## config.mk

```make
export PLATFORM = sky130hd
export DESIGN_NAME = dclr_link_relay
export DESIGN_NICKNAME = d
export VERILOG_FILES = /design/src/logic/dclr_link_relay.v /design/src/logic/dclr_relay_path.v /design/src/logic/dclr_skid.v
export VERILOG_INCLUDE_DIRS = /design/src /design/src/logic
export SDC_FILE = /design/constraint.sdc
export NUM_CORES = 1
export LEC_CHECK = 0
export ABC_CLOCK_PERIOD_IN_PS = 7490
export BUFFER_PORTS_ARGS = -buffer_cell sky130_fd_sc_hd__buf_2
export CAP_MARGIN = 20
export CORE_UTILIZATION = 37
export DETAILED_ROUTE_END_ITERATION = 8
export PLACE_DENSITY = 0.65
export SLEW_MARGIN = 20
export SYNTH_ARGS = -nofsm -noshare
export SYNTH_HDL_FRONTEND = slang
export SYNTH_SLANG_ARGS = --single-unit
export TNS_END_PERCENT = 10
```

## constraint.sdc

```tcl
create_clock -name mclk_i -period 7.49 [get_ports mclk_i]
set_input_delay 0.749 -clock mclk_i [delete_from_list [all_inputs] [get_ports mclk_i]]
set_output_delay 0.749 -clock mclk_i [all_outputs]
set_load 0.005 [all_outputs]
```

## src/logic/dclr_consts.vh

```
// Purpose: constants for the two-channel link relay
// Assumes: APB register map, byte-wide channel streams
// Notes: offsets are byte addresses
`ifndef DCLR_CONSTS_VH
`define DCLR_CONSTS_VH
`define DCLR_OFF_CTRL 12'h000
`define DCLR_OFF_STATION 12'h004
`define DCLR_OFF_STATUS 12'h008
`define DCLR_OFF_HDR_BASE 12'h040
`define DCLR_PROTO_TOOL 4'h0
`define DCLR_PROTO_FMT1 4'h1
`define DCLR_PROTO_FMT2 4'h2
`define DCLR_PROTO_FMT3 4'h3
`define DCLR_PROTO_FMT4 4'h4
`define DCLR_PROTO_FMT5 4'h5
`define DCLR_PROTO_NONPROC 4'h6
`define DCLR_PROTO_BIDIR 4'h7
`define DCLR_PROTO_LINKED 4'h8
`define DCLR_PROTO_PREDEF 4'h9
`define DCLR_PROTO_MEMTEST 4'ha
`define DCLR_PROTO_LOOPBACK 4'hb
`define DCLR_HDR_LEN_ASCII 5'd13
`define DCLR_HDR_LEN_FMT2 5'd15
`define DCLR_HDR_LEN_BIN 5'd10
`define DCLR_HDR_DEPTH 16
`define DCLR_STATION_MAX 5'd31
`define DCLR_CH_ENQ 8'h05
`define DCLR_CH_STX 8'h02
`define DCLR_CH_ACK 8'h06
`define DCLR_CH_NAK 8'h15
`define DCLR_CH_DLE 8'h10
`define DCLR_CH_LF 8'h0a
`define DCLR_CH_ETX 8'h03
`define DCLR_HDR_RESET 8'h30
`endif

```

## src/logic/dclr_link_relay.v

```verilog
// Purpose: two-channel protocol select, station number, linked relay
// Assumes: byte streams per channel from external UARTs, APB registers
// Notes: header table writable over APB, reset to a neutral pattern
// How it works
// (RQ1) Each channel takes a protocol code from a twelve-value set.
// (RQ2) Formats one to four are ASCII, format five binary.
// (RQ3) Linked code on channel one links both; channel two protocol governs.
// (RQ4) Loopback code checks each interface; memtest code runs a test.
// (RQ5) Station number 0..31 held for multidrop addressing.
// (RQ6) Software sets station zero for a one-to-one system.
// (RQ7) Linked: every character from one channel leaves the other.
// (RQ8) Software keeps character settings equal and picks allowed protocols.
// (RQ9) Nonprocedural linked traffic reaches all; equipment arbitrates.
// (RQ10) Command executes only when message station equals own.
// (RQ11) Host commands to others get a header, then forwarded.
// (RQ12) Responses from others lose the header toward the host.
// (RQ13) Addressed station answers with header on the command channel.
// (RQ14) Header is sent also with many hosts and stations.
// (RQ15) ASCII header 13 chars, 15 for format two, before control code.
// (RQ16) Binary header 10 bytes before DLE STX.
// (RQ17) Software avoids linking with predefined, bidirectional or modem.
// (RQ18) Header bytes come from a writable constant table.
//
// The implementer's own choices: the APB interface to the registers and the address map.
`timescale 1ns/100ps
`include "dclr_consts.vh"
module dclr_link_relay #(
    parameter HDR_DEPTH = `DCLR_HDR_DEPTH
) (
    input wire mclk_i,
    input wire resetn_i,
    input wire psel_i,
    input wire penable_i,
    input wire pwrite_i,
    input wire [11:0] paddr_i,
    input wire [31:0] pwdata_i,
    output reg [31:0] prdata_o,
    output wire pready_o,
    output reg pslverr_o,
    input wire ch1_rx_valid_i,
    output wire ch1_rx_ready_o,
    input wire [7:0] ch1_rx_data_i,
    output wire ch1_tx_valid_o,
    input wire ch1_tx_ready_i,
    output wire [7:0] ch1_tx_data_o,
    input wire ch2_rx_valid_i,
    output wire ch2_rx_ready_o,
    input wire [7:0] ch2_rx_data_i,
    output wire ch2_tx_valid_o,
    input wire ch2_tx_ready_i,
    output wire [7:0] ch2_tx_data_o,
    input wire cmd_station_valid_i,
    input wire [4:0] cmd_station_i,
    output reg cmd_exec_o,
    output reg [1:0] ch1_mode_o,
    output reg [1:0] ch2_mode_o,
    output reg loopback_o,
    output reg memtest_o
);
    reg [3:0] ch1_proto_reg;
    reg [3:0] ch2_proto_reg;
    reg host_on_ch1_reg;
    reg [4:0] station_reg;
    reg [HDR_DEPTH*8-1:0] hdr_tbl_reg;
    reg [15:0] exec_count_reg;
    reg [15:0] exec_count_next;
    wire wr_en;
    wire rd_en;
    wire linked;
    wire [3:0] eff_proto;
    wire is_cmd;
    wire cmd_binary;
    wire hdr_frame;
    wire [4:0] hdr_len;
    wire busy_12;
    wire busy_21;
    wire p12_rx_ready;
    wire p21_rx_ready;
    wire p12_tx_valid;
    wire p21_tx_valid;
    wire [7:0] p12_tx_data;
    wire [7:0] p21_tx_data;
    integer k;

    // Mode class of a protocol code: 0 tool, 1 ascii, 2 binary, 3 other
    function [1:0] proto_class;
        input [3:0] code;
        begin
            case (code)
                `DCLR_PROTO_TOOL: proto_class = 2'd0;
                `DCLR_PROTO_FMT1, `DCLR_PROTO_FMT2, `DCLR_PROTO_FMT3, `DCLR_PROTO_FMT4: proto_class = 2'd1;
                `DCLR_PROTO_FMT5: proto_class = 2'd2;
                default: proto_class = 2'd3;
            endcase
        end
    endfunction

    assign pready_o = 1'b1;
    assign wr_en = psel_i && penable_i && pwrite_i;
    assign rd_en = psel_i && penable_i && !pwrite_i;

    // (RQ3) Linked via channel one
    assign linked = (ch1_proto_reg == `DCLR_PROTO_LINKED);
    assign eff_proto = ch2_proto_reg;
    assign is_cmd = (proto_class(eff_proto) == 2'd1) || (proto_class(eff_proto) == 2'd2);
    assign cmd_binary = (proto_class(eff_proto) == 2'd2);
    // (RQ11) Header frames two to five
    assign hdr_frame = linked && is_cmd && (eff_proto != `DCLR_PROTO_FMT1);
    // (RQ15) ASCII and binary lengths
    assign hdr_len = cmd_binary ? `DCLR_HDR_LEN_BIN :
        ((eff_proto == `DCLR_PROTO_FMT2) ? `DCLR_HDR_LEN_FMT2 : `DCLR_HDR_LEN_ASCII);

    // Register writes
    always @(posedge mclk_i) begin
        if (!resetn_i) begin
            ch1_proto_reg <= `DCLR_PROTO_TOOL;
            ch2_proto_reg <= `DCLR_PROTO_TOOL;
            host_on_ch1_reg <= 1'b1;
            station_reg <= 5'd0;
            for (k = 0; k < HDR_DEPTH; k = k + 1) begin
                hdr_tbl_reg[k*8 +: 8] <= `DCLR_HDR_RESET;
            end
        end else if (wr_en) begin
            if (paddr_i == `DCLR_OFF_CTRL) begin
                // (RQ1) Protocol per channel
                ch1_proto_reg <= pwdata_i[3:0];
                ch2_proto_reg <= pwdata_i[7:4];
                host_on_ch1_reg <= pwdata_i[8];
            end else if (paddr_i == `DCLR_OFF_STATION) begin
                // (RQ5) Station range
                station_reg <= pwdata_i[4:0];
            end else begin
                // (RQ18) Header table writes
                for (k = 0; k < HDR_DEPTH; k = k + 1) begin
                    if (paddr_i == `DCLR_OFF_HDR_BASE + k * 4) begin
                        hdr_tbl_reg[k*8 +: 8] <= pwdata_i[7:0];
                    end
                end
            end
        end
    end

    // Read mux and unmapped error
    always @* begin
        prdata_o = 32'h0000_0000;
        pslverr_o = 1'b0;
        if (paddr_i == `DCLR_OFF_CTRL) begin
            prdata_o = {23'h0, host_on_ch1_reg, ch2_proto_reg, ch1_proto_reg};
        end else if (paddr_i == `DCLR_OFF_STATION) begin
            prdata_o = {27'h0, station_reg};
        end else if (paddr_i == `DCLR_OFF_STATUS) begin
            prdata_o = {exec_count_reg, 8'h0, 2'b00, busy_21, busy_12, memtest_o, loopback_o, cmd_binary, linked};
        end else if (paddr_i >= `DCLR_OFF_HDR_BASE && paddr_i < `DCLR_OFF_HDR_BASE + HDR_DEPTH * 4 &&
                     paddr_i[1:0] == 2'b00) begin
            prdata_o = {24'h0, hdr_tbl_reg[((paddr_i - `DCLR_OFF_HDR_BASE) >> 2)*8 +: 8]};
        end else if (psel_i && penable_i) begin
            pslverr_o = 1'b1;
        end
        if (!rd_en) begin
            prdata_o = 32'h0000_0000;
        end
    end

    // Status outputs and command match
    always @* begin
        exec_count_next = exec_count_reg;
        // (RQ10) Execute only own station
        if (cmd_station_valid_i && is_cmd && cmd_station_i == station_reg) begin
            exec_count_next = exec_count_reg + 16'd1;
        end
    end

    always @(posedge mclk_i) begin
        if (!resetn_i) begin
            cmd_exec_o <= 1'b0;
            exec_count_reg <= 16'd0;
            ch1_mode_o <= 2'd0;
            ch2_mode_o <= 2'd0;
            loopback_o <= 1'b0;
            memtest_o <= 1'b0;
        end else begin
            cmd_exec_o <= cmd_station_valid_i && is_cmd && (cmd_station_i == station_reg);
            exec_count_reg <= exec_count_next;
            // (RQ2) ASCII vs binary mode
            ch1_mode_o <= linked ? proto_class(eff_proto) : proto_class(ch1_proto_reg);
            ch2_mode_o <= proto_class(eff_proto);
            // (RQ4) Loopback and memtest
            loopback_o <= (ch1_proto_reg == `DCLR_PROTO_LOOPBACK) || (ch2_proto_reg == `DCLR_PROTO_LOOPBACK);
            memtest_o <= (ch1_proto_reg == `DCLR_PROTO_MEMTEST) || (ch2_proto_reg == `DCLR_PROTO_MEMTEST);
        end
    end

    // (RQ7) Channel one to two path
    // (RQ14) Header inserted regardless of station count
    dclr_relay_path #(
        .DEPTH(HDR_DEPTH)
    ) u_p12 (
        .mclk_i(mclk_i),
        .resetn_i(resetn_i),
        .insert_i(hdr_frame && host_on_ch1_reg),
        .strip_i(hdr_frame && !host_on_ch1_reg),
        .binary_i(cmd_binary),
        .hdr_len_i(hdr_len),
        .hdr_tbl_i(hdr_tbl_reg),
        .rx_valid_i(ch1_rx_valid_i && (linked || loopback_o)),
        .rx_ready_o(p12_rx_ready),
        .rx_data_i(ch1_rx_data_i),
        .tx_valid_o(p12_tx_valid),
        .tx_ready_i(loopback_o ? ch1_tx_ready_i : ch2_tx_ready_i),
        .tx_data_o(p12_tx_data),
        .busy_o(busy_12)
    );

    // (RQ12) Channel two to one path strips when the host is on channel one
    // (RQ13) Inserts the command header only when the host is on channel two
    dclr_relay_path #(
        .DEPTH(HDR_DEPTH)
    ) u_p21 (
        .mclk_i(mclk_i),
        .resetn_i(resetn_i),
        .insert_i(hdr_frame && !host_on_ch1_reg),
        .strip_i(hdr_frame && host_on_ch1_reg),
        .binary_i(cmd_binary),
        .hdr_len_i(hdr_len),
        .hdr_tbl_i(hdr_tbl_reg),
        .rx_valid_i(ch2_rx_valid_i && (linked || loopback_o)),
        .rx_ready_o(p21_rx_ready),
        .rx_data_i(ch2_rx_data_i),
        .tx_valid_o(p21_tx_valid),
        .tx_ready_i(loopback_o ? ch2_tx_ready_i : ch1_tx_ready_i),
        .tx_data_o(p21_tx_data),
        .busy_o(busy_21)
    );

    assign ch1_rx_ready_o = (linked || loopback_o) && p12_rx_ready;
    assign ch2_rx_ready_o = (linked || loopback_o) && p21_rx_ready;
    // Loopback returns each channel's data on itself
    assign ch1_tx_valid_o = loopback_o ? p12_tx_valid : (linked && p21_tx_valid);
    assign ch1_tx_data_o = loopback_o ? p12_tx_data : p21_tx_data;
    assign ch2_tx_valid_o = loopback_o ? p21_tx_valid : (linked && p12_tx_valid);
    assign ch2_tx_data_o = loopback_o ? p21_tx_data : p12_tx_data;
endmodule

```

## src/logic/dclr_relay_path.v

```verilog
// Purpose: one relay direction, optional header insert or strip
// Assumes: header table supplied by the owner as a flat vector
// Notes: inserts header ahead of a start code, strips a leading header
`timescale 1ns/100ps
`include "dclr_consts.vh"
module dclr_relay_path #(
    parameter DEPTH = 16
) (
    input wire mclk_i,
    input wire resetn_i,
    input wire insert_i,
    input wire strip_i,
    input wire binary_i,
    input wire [4:0] hdr_len_i,
    input wire [DEPTH*8-1:0] hdr_tbl_i,
    input wire rx_valid_i,
    output wire rx_ready_o,
    input wire [7:0] rx_data_i,
    output wire tx_valid_o,
    input wire tx_ready_i,
    output wire [7:0] tx_data_o,
    output wire busy_o
);
    reg [4:0] idx_reg;
    reg hdr_active_reg;
    reg strip_active_reg;
    reg in_msg_reg;
    reg prev_dle_reg;
    wire is_start;
    wire sv_ready;
    reg sv_valid;
    reg [7:0] sv_data;
    reg rx_take;
    wire hdr_go;
    wire strip_go;

    // Start code of a fresh message
    assign is_start = binary_i ? (prev_dle_reg && rx_data_i == `DCLR_CH_STX) :
        (rx_data_i == `DCLR_CH_ENQ || rx_data_i == `DCLR_CH_STX ||
         rx_data_i == `DCLR_CH_ACK || rx_data_i == `DCLR_CH_NAK);
    // (RQ16) Header before ASCII code or DLE STX
    assign hdr_go = rx_valid_i && !in_msg_reg && insert_i && (binary_i ? rx_data_i == `DCLR_CH_DLE : is_start);
    assign strip_go = rx_valid_i && !in_msg_reg && strip_i;

    always @* begin
        sv_valid = 1'b0;
        sv_data = rx_data_i;
        rx_take = 1'b0;
        if (hdr_active_reg) begin
            sv_valid = 1'b1;
            sv_data = hdr_tbl_i[idx_reg*8 +: 8];
        end else if (strip_active_reg || strip_go) begin
            rx_take = rx_valid_i;
        end else if (rx_valid_i && !hdr_go) begin
            sv_valid = 1'b1;
            rx_take = sv_ready;
        end
    end

    assign rx_ready_o = !hdr_active_reg && !hdr_go && (strip_active_reg || strip_go || sv_ready);
    assign busy_o = hdr_active_reg || strip_active_reg;

    always @(posedge mclk_i) begin
        if (!resetn_i) begin
            idx_reg <= 5'd0;
            hdr_active_reg <= 1'b0;
            strip_active_reg <= 1'b0;
            in_msg_reg <= 1'b0;
            prev_dle_reg <= 1'b0;
        end else if (hdr_active_reg) begin
            if (sv_ready) begin
                if (idx_reg == hdr_len_i - 5'd1) begin
                    hdr_active_reg <= 1'b0;
                    idx_reg <= 5'd0;
                end else begin
                    idx_reg <= idx_reg + 5'd1;
                end
            end
        end else if (hdr_go) begin
            // Start code waits behind the header
            hdr_active_reg <= 1'b1;
            idx_reg <= 5'd0;
            in_msg_reg <= 1'b1;
        end else if (strip_go) begin
            strip_active_reg <= 1'b1;
            idx_reg <= 5'd1;
            in_msg_reg <= 1'b1;
        end else if (strip_active_reg) begin
            if (rx_valid_i) begin
                if (idx_reg == hdr_len_i - 5'd1) begin
                    strip_active_reg <= 1'b0;
                    idx_reg <= 5'd0;
                end else begin
                    idx_reg <= idx_reg + 5'd1;
                end
            end
        end else if (rx_take) begin
            prev_dle_reg <= (rx_data_i == `DCLR_CH_DLE);
            // Line feed or ETX ends the message
            if (rx_data_i == `DCLR_CH_LF || rx_data_i == `DCLR_CH_ETX) begin
                in_msg_reg <= 1'b0;
            end
        end
    end

    dclr_skid #(
        .WIDTH(8)
    ) u_buf (
        .mclk_i(mclk_i),
        .resetn_i(resetn_i),
        .in_valid_i(sv_valid),
        .in_ready_o(sv_ready),
        .in_data_i(sv_data),
        .out_valid_o(tx_valid_o),
        .out_ready_i(tx_ready_i),
        .out_data_o(tx_data_o)
    );
endmodule

```

## src/logic/dclr_skid.v

```verilog
// Purpose: two-entry buffer with valid/ready on both sides
// Assumes: single clock, synchronous active-low reset
// Notes: no word lost on stall
`timescale 1ns/100ps
module dclr_skid #(
    parameter WIDTH = 8
) (
    input wire mclk_i,
    input wire resetn_i,
    input wire in_valid_i,
    output wire in_ready_o,
    input wire [WIDTH-1:0] in_data_i,
    output wire out_valid_o,
    input wire out_ready_i,
    output wire [WIDTH-1:0] out_data_o
);
    reg [WIDTH-1:0] mem_reg [0:1];
    reg rd_ptr_reg;
    reg wr_ptr_reg;
    reg [1:0] count_reg;
    wire push;
    wire pop;

    assign in_ready_o = (count_reg != 2'd2);
    assign out_valid_o = (count_reg != 2'd0);
    assign out_data_o = mem_reg[rd_ptr_reg];
    assign push = in_valid_i && in_ready_o;
    assign pop = out_valid_o && out_ready_i;

    always @(posedge mclk_i) begin
        if (push) begin
            mem_reg[wr_ptr_reg] <= in_data_i;
        end
    end

    always @(posedge mclk_i) begin
        if (!resetn_i) begin
            rd_ptr_reg <= 1'b0;
            wr_ptr_reg <= 1'b0;
            count_reg <= 2'd0;
        end else begin
            if (push) begin
                wr_ptr_reg <= ~wr_ptr_reg;
            end
            if (pop) begin
                rd_ptr_reg <= ~rd_ptr_reg;
            end
            if (push && !pop) begin
                count_reg <= count_reg + 2'd1;
            end else if (pop && !push) begin
                count_reg <= count_reg - 2'd1;
            end
        end
    end
endmodule
```

## Word level (Yosys, flattened, before mapping)

Memories as Yosys holds them, arrays and structs flattened. A register that Yosys moved wholly into a read port is not among the register bits.
Index checks and enable logic that the tools add are counted.
Widths: inputs -> output; s select.

| storage, ports and cells | value |
|---|---|
| input bits | 75 |
| bits in registers | 189 |
| output and inout port bits | 61 |
| memories kept | 2 |
| RAM bits | 32 |
| logic and storage cells | 323 |

| cells by class | value |
|---|---|
| add/sub/neg operators | 9 |
| shift operators | 3 |
| bitwise gates (word level) | 10 |
| eq/ne operators | 59 |
| $lt $le $gt $ge | 2 |
| reductions and logical operators | 111 |
| mux-type cells | 87 |

Memory list:

| name | words | bits a word | rd ports | clocked after Yosys merged registers in | wr ports | RTL line | RTL |
|---|---|---|---|---|---|---|---|
| u_p12.u_buf.mem_reg | 2 | 8 | 1 | 1 | 1 | dclr_skid.v:17 | `reg [WIDTH-1:0] mem_reg [0:1];` |
| u_p21.u_buf.mem_reg | 2 | 8 | 1 | 1 | 1 | dclr_skid.v:17 |  |

Operators with widths:

| cell | number |
|---|---|
| $shiftx 128x9->8 | 2 |
| $eq 12x7->1 const B | 16 |
| $mux 32 | 4 |
| $shiftx 128x33->8 | 1 |
| $reduce_and 4->1 | 18 |
| $mux 5 | 14 |
| $mux 1 | 55 |
| $mux 8 | 5 |
| $logic_and 1x1->1 | 39 |
| $eq 8x2->1 const B | 4 |
| $eq 8x3->1 const B | 4 |
| $eq 8x5->1 const B | 4 |
| $eq 4x4->1 const B | 5 |
| $logic_or 1x1->1 | 18 |
| $add 16x1->16 const B | 1 |
| $eq 4x2->1 const B | 4 |
| $eq 4x3->1 const B | 4 |
| $eq 8x4->1 const B | 2 |
| $reduce_bool 4->1 | 4 |
| $eq 5x5->1 | 3 |
| $sub 12x7->13 const B | 1 |
| $eq 12x3->1 const B | 1 |
| $eq 12x4->1 const B | 1 |
| $ge 12x7->1 const B | 1 |
| 24 further kinds | 70 |

## Logic depth before layout (Yosys ltp)

| depth | value |
|---|---|
| depth after elaboration | 20 |
| mapped depth | 15 |
| depth with buffers taken out | 13 |

## By module

From an unflattened synthesis, not the netlist that was laid out.

| second synthesis, totals | value |
|---|---|
| cell total of the unflattened synthesis | 1339 |
| area total of the unflattened synthesis | 14007.2 um^2 |

By module, submodules not included:

| module | area each (um^2) | cells an instance | instances | sequential area each (um^2) |
|---|---|---|---|---|
| dclr_link_relay | 8663.3 | 909 | 1 | 3303.2 |
| dclr_relay_path (u_p12) | 1883.1 | 172 | 1 | 160.2 |
| dclr_relay_path (u_p21) | 1841.8 | 158 | 1 | 160.2 |
| dclr_skid | 809.5 | 50 | 2 | 580.6 |

## Worst setup path before layout

Ideal clock, no wire load.

| timing | value |
|---|---|
| path kind | input port to output port |
| start | input paddr_i[2] |
| end | output prdata_o[4] |
| stages on the path | 6 |
| path slack | 4350 ps |
| data arrival time | 2391 ps |
| data required time | 6741 ps |
| path through | buf_2 buf_6 mux4_2 mux4_2 a221oi_1 a211oi_1 |

| between the ends | value |
|---|---|
| cells in the longest elaborated chain, start to end | 8 |
| elaborated cells between the ends (all ways) | 14 |
| those cells by class | 1 x add/sub; 2 x order compare; 2 x eq/ne; 1 x shift; 5 x mux; 3 x reduce/logical |

RTL lines:

| element | RTL line | RTL |
|---|---|---|
| start, declared | dclr_link_relay.v:35 | `input wire [11:0] paddr_i,` |
| parallel branches: the longest is 6 deep, another holds $sub 12x7->13 | - |  |
| $mux 32 (*) | dclr_link_relay.v:147 | `` if (paddr_i == `DCLR_OFF_CTRL) begin `` |
| $mux 32 (*) | dclr_link_relay.v:159 | `if (!rd_en) begin` |
| end, declared | dclr_link_relay.v:37 | `output reg [31:0] prdata_o,` |

Mark *: on every way between the ends.

## Worst setup path after layout

| timing | value |
|---|---|
| start | input paddr_i[2] |
| end | output prdata_o[2] |

Same word-level chain as after synthesis.

==> results.tsv <==
stage	metric	value	unit
route	vias	9957	
synthesis	dominantRegCellSynth	sky130_fd_sc_hd__dfxtp_1	
route	wirelength	36300	µm
final_layout	fill_cells	3289	
route	vias_per_cell	5.75	
sta	report.final.setup_viol	0	
place	detailedPlacementHpwl	24400	µm
final_layout	final_cell_mix	sky130_fd_sc_hd__dfxtp_1, sky130_fd_sc_hd__mux2i_1, sky130_fd_sc_hd__nor2_1	
critical_path	timing.rr.end	u_p12.u_buf.count_reg[1]$_SDFFE_PN0P_	
synthesis	syn_area_per_cell	10.8	µm²
sta	setup_repair_after_global_routing_missed_its_margin	no	
floorplan	dieArea	36300	µm²
sta	period_share	0.580	
power_and_ir_drop	post-layout-total-power	2.69	mW
route	number_of_violations_reported_at_the_end_of_detailed_routing_iteration_0	780	
final_layout	drive_above_1_share	0.245	
place	post-place-ws	3.14	ns
sta	totalNegativeSetupSlack	0	ns
sta	timing_max_transition_violations_final	0	
clock_tree	cts_hold_buf	0	
route	ant_nets	0	
sta	skew	0.00820	ns
floorplan	number_of_top_level_design_ports	136	
clock_tree	max-clock-path-buffers	3	
critical_path	timing.setup.critical_path_class	in2out	
clock_tree	cts_setup_buffers	0	
synthesis	ys_types	81	
clock_tree	cts_htree_levels	1	
sta	worst-slew-pin-transition	1.09	ns
critical_path	worstSetupStartpointType	input pin	
synthesis	synth_warnings	0	
place	gpl.final_weighted_congestion	0.812	
place	placedInstanceArea	13800	µm²
floorplan	die_height	191	µm
grt	track_usage	0.199	
sta	minimum_period_implied_by_the_final_worst_setup_slack	4.34	ns
critical_path	worst-path-max-fanout	25	
critical_path	crit_path_end_kind	primary output	
clock_tree	worst_setup_hold_path_clk_slew	0.06	ns
route	wire_per_inst	20.9	µm
critical_path	cp.required	6.74	ns
sta	worst_case_headroom_to_the_max_slew_limit	0.275	
critical_path	crit_path_end	prdata_o[2]	
status	status	finished, final reports clean	
final_layout	final_cell_count_no_fill	1733	
clock_tree	cts_root_buf	sky130_fd_sc_hd__clkbuf_16	
synthesis	ys_seq_elements	223	
synthesis	synth_edf_count	32	
critical_path	r2r.worst_path.cells	11	
route	drc	0	
critical_path	startpoint	paddr_i[2]	
hold_path	hold_path.class	in2reg	
synthesis	asyncSetResetFlopFracSynth	0	
clock_tree	clock_tree_from_tritoncts	yes	
power_and_ir_drop	powerDensity	183	nW/µm²
grt	grt_start_max_net_pins	102	
final_layout	final_net_count	1339	
grt	grt_overflow	0	
final_layout	largest_register_ffs	128	
final_layout	fin_util	0.424	
clock_tree	clk_latency_worst_skew_pair	0.53	ns
route	detailedRoute.firstPassIterationCount	5	
sta	maxClockFrequency	230	MHz
critical_path	reg2reg_slack	3.85	ns
floorplan	core_region_area	34700	µm²
sta	final-hold-violation-count	0	
final_layout	mostFrequentLayoutCell	sky130_fd_sc_hd__dfxtp_1	
place	buffer_ports.inserted	104	
job	drv_cap	0	
place	place.detailed.instances	1682	
synthesis	netlist_instances	1222	
critical_path	arrival	3.59	ns
sta	worst_path_setup_slack_after_routing	3.15	ns
sta	timing.hold.ws	0.451	ns
final_layout	post_layout_inst_area	14700	µm²
clock_tree	clock_sinks	223	
critical_path	worstReg2RegStart	ch2_proto_reg[0]$_SDFFE_PN0P_	
grt	grt_pass1_wl	55600	µm
grt	vias_in_the_first_global_route	9556	
grt	antenna_found_initial	3	
synthesis	yosysSeqAreaShare	0.364	
floorplan	count_of_standard_cell_rows	68	
floorplan	dieWidth	191	µm
power_and_ir_drop	power.ir.vdd_worst	165	µV
power_and_ir_drop	leakage	5.19	nW
floorplan	initial_utilization	0.379	
clock_tree	tritoncts.num_buffers	26	
final_layout	area_growth	12.1	%
clock_tree	resized_cells_post_cts	0	
synthesis	post_synthesis_cell_area	13100	µm²
layer usage:
layer | up-vias | wire, µm | track usage
met5 | - | 18 | 0
met3 | 77 | 2230 | 0.0324
met1 | 4935 | 15600 | 0.263
met4 | 2 | 1170 | 0.0677
met2 | 353 | 17300 | 0.329
li1 | 4590 | - | -
final cells by class:
class,count,area (µm²),share of cell area
clock inverter,11,130,0.00883
timing repair buffer,112,581,0.0394
sequential,223,4790,0.325
tap,455,569,0.0386
antenna,3,7.51,0.000510
inverter,45,171,0.0116
clock buffer,37,783,0.0532
multi-input combinational,847,7700,0.523
power by group:
group,switching (mW),internal [mW]
clock,0.509,0.826
combinational,0.0840,0.0463
sequential,0.00869,1.22
total,0.602,2.09
synthesized netlist by cell type, types with 10 or more instances:
cell                       instances  share of area
sky130_fd_sc_hd__dfxtp_1         191           0.29
sky130_fd_sc_hd__buf_2            24         0.0091
sky130_fd_sc_hd__o21ai_0          47          0.018
sky130_fd_sc_hd__xnor2_1          14         0.0093
sky130_fd_sc_hd__nand2b_1         14         0.0067
sky130_fd_sc_hd__and2_1           19         0.0090
sky130_fd_sc_hd__xor2_1           11         0.0073
sky130_fd_sc_hd__nor2_1          130          0.037
sky130_fd_sc_hd__mux2i_1         165           0.13
sky130_fd_sc_hd__edfxtp_1         32          0.073
sky130_fd_sc_hd__nand2_1          64          0.018
sky130_fd_sc_hd__or3_1            13         0.0062
sky130_fd_sc_hd__mux4_2          119           0.20
sky130_fd_sc_hd__inv_1            45          0.013
sky130_fd_sc_hd__a21oi_1          38          0.014
sky130_fd_sc_hd__nor2b_1          10         0.0048
sky130_fd_sc_hd__buf_1            15         0.0043
sky130_fd_sc_hd__nor3_1           18         0.0069
sky130_fd_sc_hd__clkbuf_1         61          0.017
sky130_fd_sc_hd__nand3_1          21         0.0080
worst max-delay path, cell delays in order:
cell and delay (ns):
sky130_fd_sc_hd__buf_2 0.50, sky130_fd_sc_hd__buf_4 0.54, sky130_fd_sc_hd__mux4_2 0.58, sky130_fd_sc_hd__mux4_2 0.55, sky130_fd_sc_hd__a221oi_1 0.38, sky130_fd_sc_hd__a211oi_1 0.09
sky130_fd_sc_hd__buf_2 0.18
worst min path at each step:
| stage | endpoint | slack [ns] | start | cells past startpoint |
|---|---|---|---|---|
| after CTS | host_on_ch1_reg$_SDFFE_PN1P_ | 0.44 | pwdata_i[8] | 3 |
| after detailed placement | u_p21.u_buf.wr_ptr_reg$_SDFFE_PN0P_ | 0.48 | u_p21.u_buf.wr_ptr_reg$_SDFFE_PN0P_ | 2 |
| after floorplan | u_p21.u_buf.wr_ptr_reg$_SDFFE_PN0P_ | 0.45 | u_p21.u_buf.wr_ptr_reg$_SDFFE_PN0P_ | 2 |
| after global routing | host_on_ch1_reg$_SDFFE_PN1P_ | 0.46 | pwdata_i[8] | 3 |
| final | host_on_ch1_reg$_SDFFE_PN1P_ | 0.45 | pwdata_i[8] | 3 |
| after global placement | u_p21.u_buf.wr_ptr_reg$_SDFFE_PN0P_ | 0.46 | u_p21.u_buf.wr_ptr_reg$_SDFFE_PN0P_ | 2 |
cells by family after synthesis:
kind of cell             after synthesis  synth area share
other                                  2          0.000571
buffers and inverters                158            0.0522
flip-flops                           223             0.364
AND/OR/NAND/NOR                      360             0.145
multiplexers                         287             0.332
AO/OA/AOI/OAI                        158            0.0815
adder cells (fa/ha/maj)                9           0.00857
XOR/XNOR                              25            0.0167
(Power assumes the default switching activity.)
